**src/common/cpuix_defs.svh**
```systemverilog
// Constants for the instruction execution block
`ifndef CPUIX_DEFS_SVH
`define CPUIX_DEFS_SVH
`define CPUIX_OP_BITCLR 4'h9
`define CPUIX_OP_BRNEG 8'hE6
`define CPUIX_OP_COMPLEMENT_FILE 6'h07
`define CPUIX_OP_COMPARE_SKIP_EQUAL 7'h31
`define CPUIX_OP_SUBB 6'h15
`define CPUIX_OP_SLEEP 16'h0003
`define CPUIX_OP_CALL 7'h76
`define CPUIX_OP_RETURN 15'h0009
`define CPUIX_OP_TBLRD 14'h0002
`define CPUIX_OP_TBLWR 14'h0003
`define CPUIX_FLG_C 0
`define CPUIX_FLG_DC 1
`define CPUIX_FLG_Z 2
`define CPUIX_FLG_OV 3
`define CPUIX_FLG_N 4
`define CPUIX_ACCESS_BANK 4'h0
`define CPUIX_PC_RESET 21'h000000
`define CPUIX_TP_RESET 21'h000000
`define CPUIX_STATUS_RESET 5'h00
`endif

```
**src/common/cpuix_pkg.sv**
```systemverilog
// Types for the instruction execution block
package cpuix_pkg;
  typedef enum logic [3:0] {
    CPUIX_Q1 = 4'h1,
    CPUIX_Q2 = 4'h2,
    CPUIX_Q3 = 4'h4,
    CPUIX_Q4 = 4'h8
  } cpuix_phase_t;
  typedef enum logic [1:0] {
    CPUIX_TB_NONE = 2'h0,
    CPUIX_TB_POSTINC = 2'h1,
    CPUIX_TB_POSTDEC = 2'h2,
    CPUIX_TB_PREINC = 2'h3
  } cpuix_tbmode_t;
endpackage : cpuix_pkg

```
**src/rtl/cpuix_exec.sv**
```systemverilog
// Instruction decoder and executor for a subset of an 8-bit core
// Contract
// - Access bit 0 selects fixed access bank; 1 takes bank from bank select register.
// - Destination bit 0 writes working register; 1 writes addressed file register.
// - File operand comes from 8-bit address field, 0x00 to 0xFF in bank.
// - 21-bit table pointer; modes none, post-inc, post-dec, pre-inc.
// - Fast bit 1 saves or restores via shadow registers; 0 leaves shadows alone.
// - Five ALU flags kept; each instruction updates only its own flags.
// - Bit clear clears chosen file bit in one cycle, no flags changed.
// - Branch if negative loads PC plus two plus twice offset when N set.
// - Branch offset is signed -128..127 words, doubled before adding.
// - Taken branch takes two cycles with a nop; not taken takes one.
// - Complement writes inverse of file to destination; updates N and Z only.
// - Compare unsigned file with working register, no flags, skip next if equal.
// - Sleep clears watchdog and postscaler, sets expired flag, clears powerdown, stops.
// - Subtract with borrow: W minus f minus not carry, to destination, flags NOVCDCZ.
`timescale 1ns/10ps
`default_nettype none
`include "cpuix_defs.svh"
module cpuix_exec (
  input wire logic CLK,
  input wire logic NRST,
  input wire logic [15:0] INSTR,
  input wire logic INSTR_VALID,
  input wire logic [7:0] FILE_RDATA,
  input wire logic WAKE,
  output logic [11:0] FILE_ADDR,
  output logic FILE_WE,
  output logic [7:0] FILE_WDATA,
  output logic [20:0] PC,
  output logic [7:0] WORKING_REGISTER,
  output logic [3:0] BANK_SEL,
  output logic [4:0] STATUS,
  output logic [20:0] TABLE_PTR,
  output logic [20:0] TABLE_ADDR,
  output logic TABLE_STROBE,
  output logic TABLE_WRITE,
  output logic WDT_CLEAR,
  output logic WDT_EXPIRED_FLAG,
  output logic POWERDOWN_FLAG,
  output logic SLEEPING,
  output logic [3:0] PHASE,
  output logic BUSY
);
  cpuix_pkg::cpuix_phase_t phase_reg;
  logic [20:0] pc_reg;
  logic [7:0] w_reg;
  logic [3:0] bsr_reg;
  logic [4:0] status_reg;
  logic [20:0] tp_reg;
  logic [7:0] w_shadow_reg;
  logic [4:0] status_shadow_reg;
  logic [3:0] bsr_shadow_reg;
  logic [1:0] nop_cnt_reg;
  logic skip_two_reg;
  logic sleep_reg;
  logic to_reg;
  logic pd_reg;
  logic wdt_clr_reg;
  logic [15:0] ir_reg;
  logic [7:0] opnd_reg;
  logic [7:0] res_reg;
  logic [4:0] res_flags_reg;
  logic [20:0] tbl_addr_reg;
  logic tbl_stb_reg;
  logic tbl_wr_reg;
  logic is_bcf, is_bn, is_complement_file, is_cpf, is_subb, is_sleep, is_tbl, is_call, is_ret;
  logic [20:0] br_target;
  logic [8:0] sub_full;
  logic [4:0] sub_low;
  logic [7:0] sub_res;
  logic sub_ov;
  logic two_word_next;
  // Decode from the latched instruction word
  assign is_bcf = ir_reg[15:12] == `CPUIX_OP_BITCLR;
  assign is_bn = ir_reg[15:8] == `CPUIX_OP_BRNEG;
  assign is_complement_file = ir_reg[15:10] == `CPUIX_OP_COMPLEMENT_FILE;
  assign is_cpf = ir_reg[15:9] == `CPUIX_OP_COMPARE_SKIP_EQUAL;
  assign is_subb = ir_reg[15:10] == `CPUIX_OP_SUBB;
  assign is_sleep = ir_reg == `CPUIX_OP_SLEEP;
  assign is_tbl = ir_reg[15:2] == `CPUIX_OP_TBLRD || ir_reg[15:2] == `CPUIX_OP_TBLWR;
  assign is_call = ir_reg[15:9] == `CPUIX_OP_CALL;
  assign is_ret = ir_reg[15:1] == `CPUIX_OP_RETURN;
  // Words with the 0xC prefix or 0xEC to 0xEF (call/goto/lfsr) are followed by a second word
  assign two_word_next = INSTR[15:12] == 4'hC || INSTR[15:9] == 7'h76 || INSTR[15:8] == 8'hEF
    || INSTR[15:8] == 8'hEE;
  assign br_target = pc_reg + 21'h000002 + {{12{ir_reg[7]}}, ir_reg[7:0], 1'b0};
  assign sub_full = {1'b0, w_reg} - {1'b0, opnd_reg} - {8'h00, ~status_reg[`CPUIX_FLG_C]};
  assign sub_low = {1'b0, w_reg[3:0]} - {1'b0, opnd_reg[3:0]} - {4'h0, ~status_reg[`CPUIX_FLG_C]};
  assign sub_res = sub_full[7:0];
  assign sub_ov = (w_reg[7] ^ opnd_reg[7]) & (w_reg[7] ^ sub_res[7]);
  assign BUSY = nop_cnt_reg != 2'h0 || phase_reg != cpuix_pkg::CPUIX_Q1 || sleep_reg;
  assign PHASE = phase_reg;
  assign PC = pc_reg;
  assign WORKING_REGISTER = w_reg;
  assign BANK_SEL = bsr_reg;
  assign STATUS = status_reg;
  assign TABLE_PTR = tp_reg;
  assign TABLE_ADDR = tbl_addr_reg;
  assign TABLE_STROBE = tbl_stb_reg;
  assign TABLE_WRITE = tbl_wr_reg;
  assign WDT_CLEAR = wdt_clr_reg;
  assign WDT_EXPIRED_FLAG = to_reg;
  assign POWERDOWN_FLAG = pd_reg;
  assign SLEEPING = sleep_reg;
  // File address: access bank when a is 0, else bank select register
  assign FILE_ADDR = {(ir_reg[8] ? bsr_reg : `CPUIX_ACCESS_BANK), ir_reg[7:0]};
  assign FILE_WE = phase_reg == cpuix_pkg::CPUIX_Q4 && nop_cnt_reg == 2'h0
    && (is_bcf || ((is_complement_file || is_subb) && ir_reg[9]));
  assign FILE_WDATA = res_reg;
  // Four phases per instruction cycle; held while sleeping
  always_ff @(posedge CLK or negedge NRST) begin
    if (!NRST) begin
      phase_reg <= cpuix_pkg::CPUIX_Q1;
    end else if (!sleep_reg && (phase_reg != cpuix_pkg::CPUIX_Q1 || INSTR_VALID || nop_cnt_reg != 2'h0)) begin
      unique case (phase_reg)
        cpuix_pkg::CPUIX_Q1: phase_reg <= cpuix_pkg::CPUIX_Q2;
        cpuix_pkg::CPUIX_Q2: phase_reg <= cpuix_pkg::CPUIX_Q3;
        cpuix_pkg::CPUIX_Q3: phase_reg <= cpuix_pkg::CPUIX_Q4;
        cpuix_pkg::CPUIX_Q4: phase_reg <= cpuix_pkg::CPUIX_Q1;
        default: phase_reg <= cpuix_pkg::CPUIX_Q1;
      endcase
    end
  end
  // Q1: latch instruction (decode); Q2: read operand
  always_ff @(posedge CLK or negedge NRST) begin
    if (!NRST) begin
      ir_reg <= 16'h0000;
      opnd_reg <= 8'h00;
    end else if (phase_reg == cpuix_pkg::CPUIX_Q1 && INSTR_VALID && nop_cnt_reg == 2'h0 && !sleep_reg) begin
      ir_reg <= INSTR;
    end else if (phase_reg == cpuix_pkg::CPUIX_Q2) begin
      opnd_reg <= FILE_RDATA;
    end
  end
  // Q3: process data
  always_ff @(posedge CLK or negedge NRST) begin
    if (!NRST) begin
      res_reg <= 8'h00;
      res_flags_reg <= `CPUIX_STATUS_RESET;
    end else if (phase_reg == cpuix_pkg::CPUIX_Q3) begin
      res_flags_reg <= status_reg;
      if (is_bcf) begin
        res_reg <= opnd_reg & ~(8'h01 << ir_reg[11:9]);
      end else if (is_complement_file) begin
        res_reg <= ~opnd_reg;
        res_flags_reg[`CPUIX_FLG_N] <= ~opnd_reg[7];
        res_flags_reg[`CPUIX_FLG_Z] <= opnd_reg == 8'hFF;
      end else if (is_subb) begin
        res_reg <= sub_res;
        res_flags_reg[`CPUIX_FLG_C] <= ~sub_full[8];
        res_flags_reg[`CPUIX_FLG_DC] <= ~sub_low[4];
        res_flags_reg[`CPUIX_FLG_Z] <= sub_res == 8'h00;
        res_flags_reg[`CPUIX_FLG_N] <= sub_res[7];
        res_flags_reg[`CPUIX_FLG_OV] <= sub_ov;
      end
    end
  end
  // Q4: working register, flags, shadows
  always_ff @(posedge CLK or negedge NRST) begin
    if (!NRST) begin
      w_reg <= 8'h00;
      status_reg <= `CPUIX_STATUS_RESET;
      bsr_reg <= 4'h0;
      w_shadow_reg <= 8'h00;
      status_shadow_reg <= `CPUIX_STATUS_RESET;
      bsr_shadow_reg <= 4'h0;
    end else if (phase_reg == cpuix_pkg::CPUIX_Q4 && nop_cnt_reg == 2'h0) begin
      if ((is_complement_file || is_subb) && !ir_reg[9]) begin
        w_reg <= res_reg;
      end
      if (is_complement_file || is_subb) begin
        status_reg <= res_flags_reg;
      end
      if (is_call && ir_reg[8]) begin
        w_shadow_reg <= w_reg;
        status_shadow_reg <= status_reg;
        bsr_shadow_reg <= bsr_reg;
      end else if (is_ret && ir_reg[0]) begin
        w_reg <= w_shadow_reg;
        status_reg <= status_shadow_reg;
        bsr_reg <= bsr_shadow_reg;
      end
    end
  end
  // Program counter and inserted no-operation cycles
  always_ff @(posedge CLK or negedge NRST) begin
    if (!NRST) begin
      pc_reg <= `CPUIX_PC_RESET;
      nop_cnt_reg <= 2'h0;
      skip_two_reg <= 1'b0;
    end else if (phase_reg == cpuix_pkg::CPUIX_Q3) begin
      // The word fetched after a compare stands on INSTR by its Q3
      skip_two_reg <= two_word_next;
    end else if (phase_reg == cpuix_pkg::CPUIX_Q4) begin
      if (nop_cnt_reg != 2'h0) begin
        nop_cnt_reg <= nop_cnt_reg - 2'h1;
        // A taken branch already holds its target; only a skip steps past words
        if (!is_bn) begin
          pc_reg <= pc_reg + 21'h000002;
        end
      end else if (is_bn && status_reg[`CPUIX_FLG_N]) begin
        pc_reg <= br_target;
        nop_cnt_reg <= 2'h1;
      end else if (is_cpf && opnd_reg == w_reg) begin
        pc_reg <= pc_reg + 21'h000002;
        nop_cnt_reg <= skip_two_reg ? 2'h2 : 2'h1;
      end else begin
        pc_reg <= pc_reg + 21'h000002;
      end
    end
  end
  // Table pointer modes
  always_ff @(posedge CLK or negedge NRST) begin
    if (!NRST) begin
      tp_reg <= `CPUIX_TP_RESET;
      tbl_addr_reg <= 21'h000000;
      tbl_stb_reg <= 1'b0;
      tbl_wr_reg <= 1'b0;
    end else begin
      tbl_stb_reg <= 1'b0;
      if (phase_reg == cpuix_pkg::CPUIX_Q4 && nop_cnt_reg == 2'h0 && is_tbl) begin
        tbl_stb_reg <= 1'b1;
        tbl_wr_reg <= ir_reg[2];
        unique case (cpuix_pkg::cpuix_tbmode_t'(ir_reg[1:0]))
          cpuix_pkg::CPUIX_TB_NONE: tbl_addr_reg <= tp_reg;
          cpuix_pkg::CPUIX_TB_POSTINC: begin
            tbl_addr_reg <= tp_reg;
            tp_reg <= tp_reg + 21'h000001;
          end
          cpuix_pkg::CPUIX_TB_POSTDEC: begin
            tbl_addr_reg <= tp_reg;
            tp_reg <= tp_reg - 21'h000001;
          end
          cpuix_pkg::CPUIX_TB_PREINC: begin
            tbl_addr_reg <= tp_reg + 21'h000001;
            tp_reg <= tp_reg + 21'h000001;
          end
        endcase
      end
    end
  end
  // Sleep entry in the last phase; wake input resumes
  always_ff @(posedge CLK or negedge NRST) begin
    if (!NRST) begin
      sleep_reg <= 1'b0;
      to_reg <= 1'b1;
      pd_reg <= 1'b1;
      wdt_clr_reg <= 1'b0;
    end else begin
      wdt_clr_reg <= 1'b0;
      if (sleep_reg && WAKE) begin
        sleep_reg <= 1'b0;
      end else if (phase_reg == cpuix_pkg::CPUIX_Q4 && nop_cnt_reg == 2'h0 && is_sleep) begin
        sleep_reg <= 1'b1;
        wdt_clr_reg <= 1'b1;
        to_reg <= 1'b1;
        pd_reg <= 1'b0;
      end
    end
  end
endmodule : cpuix_exec
`default_nettype wire

```
**config.mk**
```make
export PLATFORM = sky130hd
export DESIGN_NAME = cpuix_exec
export DESIGN_NICKNAME = d
export VERILOG_FILES = /design/src/common/cpuix_pkg.sv /design/src/rtl/cpuix_exec.sv
export VERILOG_INCLUDE_DIRS = /design/src /design/src/common
export SDC_FILE = /design/constraint.sdc
export NUM_CORES = 1
export LEC_CHECK = 0
export ABC_AREA = 1
export ABC_CLOCK_PERIOD_IN_PS = 3500
export BUFFER_PORTS_ARGS = -buffer_cell sky130_fd_sc_hd__buf_2
export CAP_MARGIN = 40
export CORE_MARGIN = 2
export CORE_UTILIZATION = 60
export CTS_BUF_LIST = sky130_fd_sc_hd__clkbuf_8
export DETAILED_ROUTE_END_ITERATION = 10
export PLACE_DENSITY = 0.88
export RECOVER_POWER = 50
export SLEW_MARGIN = 20
export SYNTH_ARGS = -nofsm -noshare
export SYNTH_HDL_FRONTEND = slang
export SYNTH_SLANG_ARGS = --single-unit
```
**constraint.sdc**
```tcl
create_clock -name CLK -period 3.5 [get_ports CLK]
set_clock_uncertainty 0.1 [all_clocks]
set_input_delay 0 -clock CLK [delete_from_list [all_inputs] [get_ports CLK]]
set_output_delay 0 -clock CLK [all_outputs]
set_load 0.01 [all_outputs]
```
Word-level counts from Yosys, hierarchy flattened
Index checks and enable logic that the tools add are counted.

Add/subtract/negate cells: 9. Equality and inequality tests: 25. Shift-type cells: 1. Mux-type cells: 31. Bitwise operators: 14. Reductions and logical operators: 45.

Operators by type and width (number): $pmux W21 S2 (2); $mux W21 (3); $mux W8 (6); $eq A8 B8 Y1 const B (4); $eq A14 B2 Y1 const B (2); $mux W5 (5); $add A21 B1 Y21 const B (1); $add A21 B2 Y21 const B (1); $add A21 B21 Y21 (1); $sub A21 B1 Y21 const B (1); $eq A16 B2 Y1 const B (1); $not A8 Y8 (2); $eq A15 B4 Y1 const B (1); $logic_and A1 B1 Y1 (15); $eq A7 B7 Y1 const B (2); $eq A4 B4 Y1 const B (3); $pmux W4 S3 (1); $logic_or A1 B1 Y1 (10); $mux W2 (5); $reduce_and A2 Y1 (5); $reduce_and A3 Y1 (3); $sub A8 B8 Y9 (1); $sub A9 B1 Y9 (1); $and A8 B8 Y8 (1); other kinds (27) (48).

Register bits: 146. Input port bits: 28. Output and inout bits: 112. Word-level logic and storage cells: 146.

Logic depth before layout (Yosys ltp)
Gate-level depths: netlist of the first run.

Word-level depth: 7. Depth in mapped cells: 22. Mapped depth without buffers: 22.

Worst setup path before layout of the first run
Ideal clock, no wire load.

Path type: reg2reg. Start point: register pc_reg[1] (netlist: PC[1]). End point: register pc_reg[20] (netlist: PC[20]). Library setup time: 0.117 ns. Data arrival time: 2.644 ns. Slack: 0.639 ns. Cell stages (with the launch flop): 21. Buffers on the path: 0. Period minus slack after synthesis: 2.861 ns. Cell sequence: dfrtp_1 ha_1 nand3_1 nor2_1 nand2_1 nor2_1 inv_1 nor2_1 xor2_1 ha_1 nand2_1 nor2_1 nand2_1 nor2_1 nand2_1 nand3_1 nand2_1 nand4_1 nand3_1 nand2_1 nand2_1.

Word-level cells in the longest chain between the ends: 4. Elaborated cells on any way between the ends: 5.

Ends and longest elaborated chain: start: declaration (line cpuix_exec.sv:46) `logic [20:0] pc_reg;`; start signal: assignment (line cpuix_exec.sv:189) `` pc_reg <= `CPUIX_PC_RESET; ``; start signal: assignment (line cpuix_exec.sv:200) `pc_reg <= pc_reg + 21'h000002;`; start signal: assignment (line cpuix_exec.sv:203) `pc_reg <= br_target;`; $add A21 B2 Y21 *; $add A21 B21 Y21 (line cpuix_exec.sv:87) `assign br_target = pc_reg + 21'h000002 + {{12{ir_reg[7]}}, ir_reg[7:0], 1'b0};`; $mux W21 (line cpuix_exec.sv:202) `` end else if (is_bn && status_reg[`CPUIX_FLG_N]) begin ``; $mux W21 * (line cpuix_exec.sv:196) `if (nop_cnt_reg != 2'h0) begin`.

Every way passes the cells marked *; elsewhere a longest branch is shown, timed or not. The select of a mux whose other input is x is not followed. A chain may end at the register's enable or synchronous reset.

Worst setup path in the final report of the first run
Ends and elaborated chain as after synthesis.

==> results.toml, run 1 <==
[status]
result_of_the_run = "finished with violations"
failed_checks = "capacitance limit, slew limit"

[synth]
async_reset_ff_share_pct = 100.0
synth_top_family_by_area = "simple AND/OR/NAND/NOR gates"
yosys.area_share.xor_xnor_pct = 4.853
synthesized_nets = 1416
post_synth_mux_area_share_pct = 0.3210
synth-warning-count = 0
synth_compound_area_share_pct = 15.89
synth_ff_type = "sky130_fd_sc_hd__dfrtp_1"
yosys_register_bits = 145
synth_simple_gate_area_share_pct = 25.96
avgSynthCellArea_um2 = 7.246
synthesis.instances = 1345
netlist_area_before_placement_um2 = 9746
synth-edff-count = 0
synth.yosys.seq_area_share_pct = 37.26
synth.lib_cells_used.distinct = 55
synth_fa_ha_area_share_pct = 5.752

[drt]
drt_first_iter_violations = 980
routed-via-count = 9977
detail_route.first_pass.iterations = 5
drt.antenna.violating_nets = 0
via_count_normalized_by_instance_count = 5.708
drt-total-wl_um = 28850
route.detailed.drc = 0
routed_wire_length_per_instance_um = 16.51

[placed_design]
place_inst = 1671
place_area_um2 = 10620
routabilityCongestion = 0.9644
place_hpwl_um = 21280
place_worst_setup_slack_ns = 0.2484
numPortBuffers = 137

[timing]
timing.final.crit_share_pct = 89.30
max_clock_freq_mhz = 320.0
tightest_pin_transition_ns = 1.731
finalSetupViolCount = 0
slew_limit_headroom_pct = -15.41
final-max-slew-violation-count = 68
timing.final.crit_period_ns = 3.125
worst_slack_ns = 0.3746
tns_ns = 0
rsz0062_at_grt = "no"
finalHoldViolCount = 0

[critical_path]
crit_path_frequent_cell = "sky130_fd_sc_hd__nand2_1"
cp_max_fo = 7
cells_along_the_critical_path = "ha_2 -> nand3_1 -> nor2_2 -> nand2_1 -> nor2_1 -> inv_1 -> nor2_1 -> xor2_1 -> ha_2 -> nand2_1 -> nor2_1 -> nand2_1 -> nor2_1 -> nand2_1 -> nand3_1 -> nand2_1 -> nand4_1 -> nand3_1 -> nand2_1 -> nand2_1"
slowest_stage = "sky130_fd_sc_hd__ha_2"
criticalPathCategory = "flop to flop"
crit_arrival_ns = 3.39
critPathCaptureType = "flop"
crit_path_start_kind = "flop"
critical_path.max_stage_delay_ns = 0.41
cp.required_ns = 3.76

[grt]
first_global_vias = 9309
maximum_number_of_pins_on_one_net_before_global_route_repair = 68
wire_length_of_the_first_global_routing_pass_um = 46130
globalRouteOverflowTotal = 0
grt_antenna_before_repair = 0
global_route.usage.total_pct = 33.04

[floorplan]
io_pins = 140
initial_core_utilization_pct = 61.35
placement_rows = 46
fp.dieArea_um2 = 17280
fp.coreArea_um2 = 15890
die_width_um = 131.4
die-height_um = 131.4

[layout]
layout_commonest_cell = "sky130_fd_sc_hd__nand2_1"
antenna_cell_count = 0
drive_above_1_share_pct = 7.441
finalCoreUtilization_pct = 70.94
fillers = 1382
finalNonFillerCells = 1748
final_non_filler_cell_area_um2 = 11270
regArea_um2 = 3632
most-common-layout-cells = "sky130_fd_sc_hd__nand2_1, sky130_fd_sc_hd__inv_1, sky130_fd_sc_hd__dfrtp_1, sky130_fd_sc_hd__nor2_1, sky130_fd_sc_hd__o21ai_0"
design.final.nets = 1590
flow.area_growth_from_synthesis_pct = 15.64
multiInputGateArea_um2 = 5170

[power_and_ir_drop]
ir_worst_vdd_mv = 0.3175
total_power_density_per_cell_area_nw_per_um2 = 647.8
power.leakage_uw = 0.005601

[cts]
clock-sinks = 145
clock_path_buffers = 2
tritoncts = "yes"
ctsRootBufferMaster = "sky130_fd_sc_hd__clkbuf_8"
clock_latency_ns = 0.47
htree_levels = 4
clk_transition_reported_paths_ns = 0.09
cts_inserted_buffers = 17

[run]
number_of_violations_of_the_max_capacitance_limit = 2

[hold_path]
holdCritPathClass = "primary input to flop"
-- per-layer routing --
metal	vias up	track usage, %	wire, um
met2	505	53.75	13520
met1	4650	44.79	12330
met5	-	0	0
met4	0	12.62	758
met3	60	5.015	2245
li1	4762	-	-
-- final cells by class --
class	instances	area share (%)
clock buffer	17	2.076
inverter	195	6.495
clock inverter	15	1.088
timing repair buffer	199	9.837
sequential	145	32.23
tap	216	2.398
multi-input combinational	961	45.88
-- cell families (layout without fill, tap and decap cells) --
| logic type | Yosys count | after routing |
|---|---|---|
| AOI/OAI and AO/OA | 278 | 278 |
| xor gates and xnor gates | 54 | 54 |
| adders and majority gates | 43 | 43 |
| buffers and inverters | 239 | 426 |
| DFF | 145 | 145 |
| muxes | 3 | 3 |
| other | 2 | 2 |
| and+or+nand+nor | 581 | 581 |
-- power by group --
group	leakage (uW)	switching (uW)	internal [uW]
Clock	0.000181	746	508
Sequential	0.00192	387	1950
Combinational	0.00350	2380	1330
Total	0.00560	3510	3790
-- critical path: cells and delay by family (launching register included) --
kind / cells / cell delay, ns
fa+ha+maj: 2 / 0.62
simple gates: 16 / 1.74
xor+xnor: 1 / 0.12
flops: 1 / 0.39
buf+inv: 1 / 0.07
-- final timing paths --
| kind | startpoint | end | slack [ns] | cells after the start |
|---|---|---|---|---|
| worst min register to register | POWERDOWN_FLAG | POWERDOWN_FLAG | 0.37 | 2 |
| worst max-delay path | PC[1] | PC[20] | 0.37 | 20 |
| max in group asynchronous | NRST | w_shadow_reg[6] | 0.76 | 5 |
| worst min-delay path | WAKE | SLEEPING | 0.20 | 3 |
| worst max register to register | PC[1] | PC[20] | 0.37 | 20 |
| min in group asynchronous | NRST | TABLE_PTR[0] | 0.98 | 4 |
-- stage by stage --
stage | hold slack, ns | power, uW
CTS | 0.1486 | 7225
finish | 0.1999 | 7301
global placement | 0.04939 | 5795
global route | 0.2094 | 7816
floorplan | -0.3956 | 4877
detailed placement | -0.2074 | 5876
-- what timing repair did --
| item | CTS | global route |
|---|---|---|
| resized for setup | 0 | 7 |
| setup endpoints to repair | 0 | 2 |
| setup buffers | 0 | 1 |
| hold buffers | 43 | 0 |
| endpoints found under the hold margin | 124 | 0 |
-- cell usage after synthesis, drive strengths merged, types with 28 or more instances --
master | instances | share of area, %
xor2 | 46 | 4.1
nand4 | 29 | 1.9
nor3 | 28 | 1.5
o21ai | 123 | 6.4
nor2 | 137 | 5.5
nand3 | 76 | 4.0
ha | 40 | 5.1
dfrtp | 143 | 37
nand2 | 291 | 11
inv | 194 | 7.5
a21oi | 92 | 4.7
(Power assumes the default switching activity.)
==> inputs of run 2 (changes only) <==
- BUFFER_PORTS_ARGS: -buffer_cell sky130_fd_sc_hd__buf_2 -> unset
- CORE_UTILIZATION: 60 -> 67
- DONT_BUFFER_PORTS: unset -> 1
==> run 2 against run 1 <==
Effect of this change:
- the run still ends with capacitance limit, slew limit left
- design area shrank 4.9%
- combinational power shrank 4%
- critical path depth shrank 1
- total power is 1.2% higher
- register-to-register slack worse by 0.11 ns
- hold slack worse by 0.13 ns
- non-clock buffer count down 142
- die area shrank 10%
- sequential share of layout area rose by 1.7 points
- wire length shrank 0.95%
- clock-buffer cell count rose by 2
- sequential power increased by 4%
- largest cell class unchanged
- largest power group unchanged
==> results.toml, run 2 (synthesis results as in run 1) <==
[floorplan]
fp.coreArea_um2 = 14370
fp.dieArea_um2 = 15530
die_width_um = 124.6
initial_core_utilization_pct = 67.82
io_pins = 140
die-height_um = 124.6
placement_rows = 44

[grt]
maximum_number_of_pins_on_one_net_before_global_route_repair = 146
globalRouteOverflowTotal = 0
wire_length_of_the_first_global_routing_pass_um = 45890
global_route.usage.total_pct = 36.54
grt_antenna_before_repair = 0
first_global_vias = 9199

[timing]
finalSetupViolCount = 0
final-max-slew-violation-count = 146
worst_slack_ns = 0.2655
timing.final.crit_period_ns = 3.235
tightest_pin_transition_ns = 2.004
slew_limit_headroom_pct = -33.59
timing.final.crit_share_pct = 92.41
max_clock_freq_mhz = 309.2
finalHoldViolCount = 0

[drt]
detail_route.first_pass.iterations = 6
drt_first_iter_violations = 1078
routed_wire_length_per_instance_um = 18.16
drt-total-wl_um = 28580
routed-via-count = 9678
route.detailed.drc = 0
drt.antenna.violating_nets = 0
via_count_normalized_by_instance_count = 6.149

[cts]
clock_latency_ns = 0.48
ctsRootBufferMaster = "sky130_fd_sc_hd__clkbuf_8"
tritoncts = "yes"
clock-sinks = 145
clock_path_buffers = 2
htree_levels = 4
cts_inserted_buffers = 17
clk_transition_reported_paths_ns = 0.09

[placed_design]
place_hpwl_um = 19970
place_worst_setup_slack_ns = 0.2940
routabilityCongestion = 1.048
place_inst = 1499
numPortBuffers = 0

[hold_path]
hp-start = "INSTR_VALID"
holdCritPathClass = "primary input to flop"

[critical_path]
r2r_start = "PC[6]"
crit_arrival_ns = 3.49
crit_path_start_kind = "flop"
cp.required_ns = 3.76
cp-startpoint = "PC[6]"
critPathCaptureType = "flop"
criticalPathCategory = "flop to flop"
regToRegSetupSlack_ns = 0.27
cp_max_fo = 7

[layout]
most-common-layout-cells = "sky130_fd_sc_hd__nand2_1, sky130_fd_sc_hd__inv_1, sky130_fd_sc_hd__dfrtp_1, sky130_fd_sc_hd__nor2_1, sky130_fd_sc_hd__o21ai_0"
finalNonFillerCells = 1574
antenna_cell_count = 0
design.final.nets = 1448
flow.area_growth_from_synthesis_pct = 9.962
drive_above_1_share_pct = 5.468
layout_commonest_cell = "sky130_fd_sc_hd__nand2_1"

[power_and_ir_drop]
ir_worst_vdd_mv = 0.3595
power.leakage_uw = 0.005378
total_power_density_per_cell_area_nw_per_um2 = 689.6

[run]
number_of_violations_of_the_max_capacitance_limit = 1

[status]
failed_checks = "capacitance limit, slew limit"
result_of_the_run = "finished with violations"
==> run 2: cell count changes in the layout (fill, tap and decap cells not counted), moves of 3 or more <==
cell | before | now
sky130_fd_sc_hd__clkbuf_1 | 106 | 0
sky130_fd_sc_hd__buf_2 | 34 | 0
sky130_fd_sc_hd__inv_6 | 5 | 0
sky130_fd_sc_hd__inv_1 | 188 | 192
sky130_fd_sc_hd__bufinv_16 | 0 | 3
sky130_fd_sc_hd__clkbuf_2 | 3 | 0
==> run 2: through the flow <==
stage	area, um^2	hold WS, ns	TNS, ns	total power [uW]	util, %
CTS	10700	0.05247	0	7240	74.49
global placement	9842	-0.3903	0	5612	68.50
global route	10720	0.09352	-0.0006084	7879	74.58
detailed placement	9857	-0.3915	0	5680	68.60
finish	10720	0.06500	0	7390	74.58
floorplan	9746	-0.3956	0	4877	-
==> run 2: worst max-delay path, cell delays in order (launching register included) <==
cell	delay, ns
sky130_fd_sc_hd__dfrtp_1	0.54
sky130_fd_sc_hd__nand2_1	0.12
sky130_fd_sc_hd__nor3_1	0.38
sky130_fd_sc_hd__nand2_1	0.14
sky130_fd_sc_hd__nor3_1	0.26
sky130_fd_sc_hd__nand3_1	0.11
sky130_fd_sc_hd__nand2_1	0.08
sky130_fd_sc_hd__inv_1	0.07
sky130_fd_sc_hd__ha_1	0.33
sky130_fd_sc_hd__nand2_1	0.09
sky130_fd_sc_hd__nor2_1	0.13
sky130_fd_sc_hd__nand2_1	0.09
sky130_fd_sc_hd__nor2_1	0.10
sky130_fd_sc_hd__nand2_1	0.07
sky130_fd_sc_hd__nand4_1	0.12
sky130_fd_sc_hd__nand3_1	0.08
sky130_fd_sc_hd__nand2_1	0.08
sky130_fd_sc_hd__nand3_1	0.06
sky130_fd_sc_hd__nand2_1	0.07
sky130_fd_sc_hd__nand2_1	0.05
==> run 2: final timing paths <==
check | to | cells past startpoint
min in group asynchronous | TABLE_PTR[8] | 2
hold / removal | ir_reg[1] | 2
max in group asynchronous | PC[2] | 2
setup reg to reg | PC[20] | 19
setup / recovery | PC[20] | 19
hold reg to reg | POWERDOWN_FLAG | 2
==> run 2: metal layers <==
metal | vias to the layer above | track usage [%] | part of all wire, %
met2 | 575 | 57.96 | 47
met5 | - | 0 | 0
met4 | 0 | 17.38 | 4.0
met3 | 104 | 8.204 | 9.3
li1 | 4487 | - | -
met1 | 4512 | 47.81 | 39
==> run 2: cell type report <==
| cell class | count | area, um^2 |
|---|---|---|
| timing repair buffer | 57 | 538.0 |
| tap | 184 | 230.2 |
| inverter | 195 | 732.0 |
| fill | 1086 | 3652 |
| sequential | 145 | 3632 |
| clock inverter | 13 | 147.6 |
| clock buffer | 19 | 261.5 |
| multi-input combinational | 961 | 5175 |
==> run 2: where the power goes <==
group	switching, uW	total, uW	internal, uW	leakage (uW)
clock	683	1410	732	0.000217
sequential	466	2420	1950	0.00192
combinational	2300	3560	1260	0.00324
total	3450	7390	3940	0.00538
==> run 2: repair_timing <==
action | 4_1_cts | 5_1_grt
hold buffers | 42 | 0
endpoints found under the hold margin | 177 | 0
gates resized for setup | 0 | 6
setup buffers | 0 | 1
setup endpoints to repair | 0 | 4
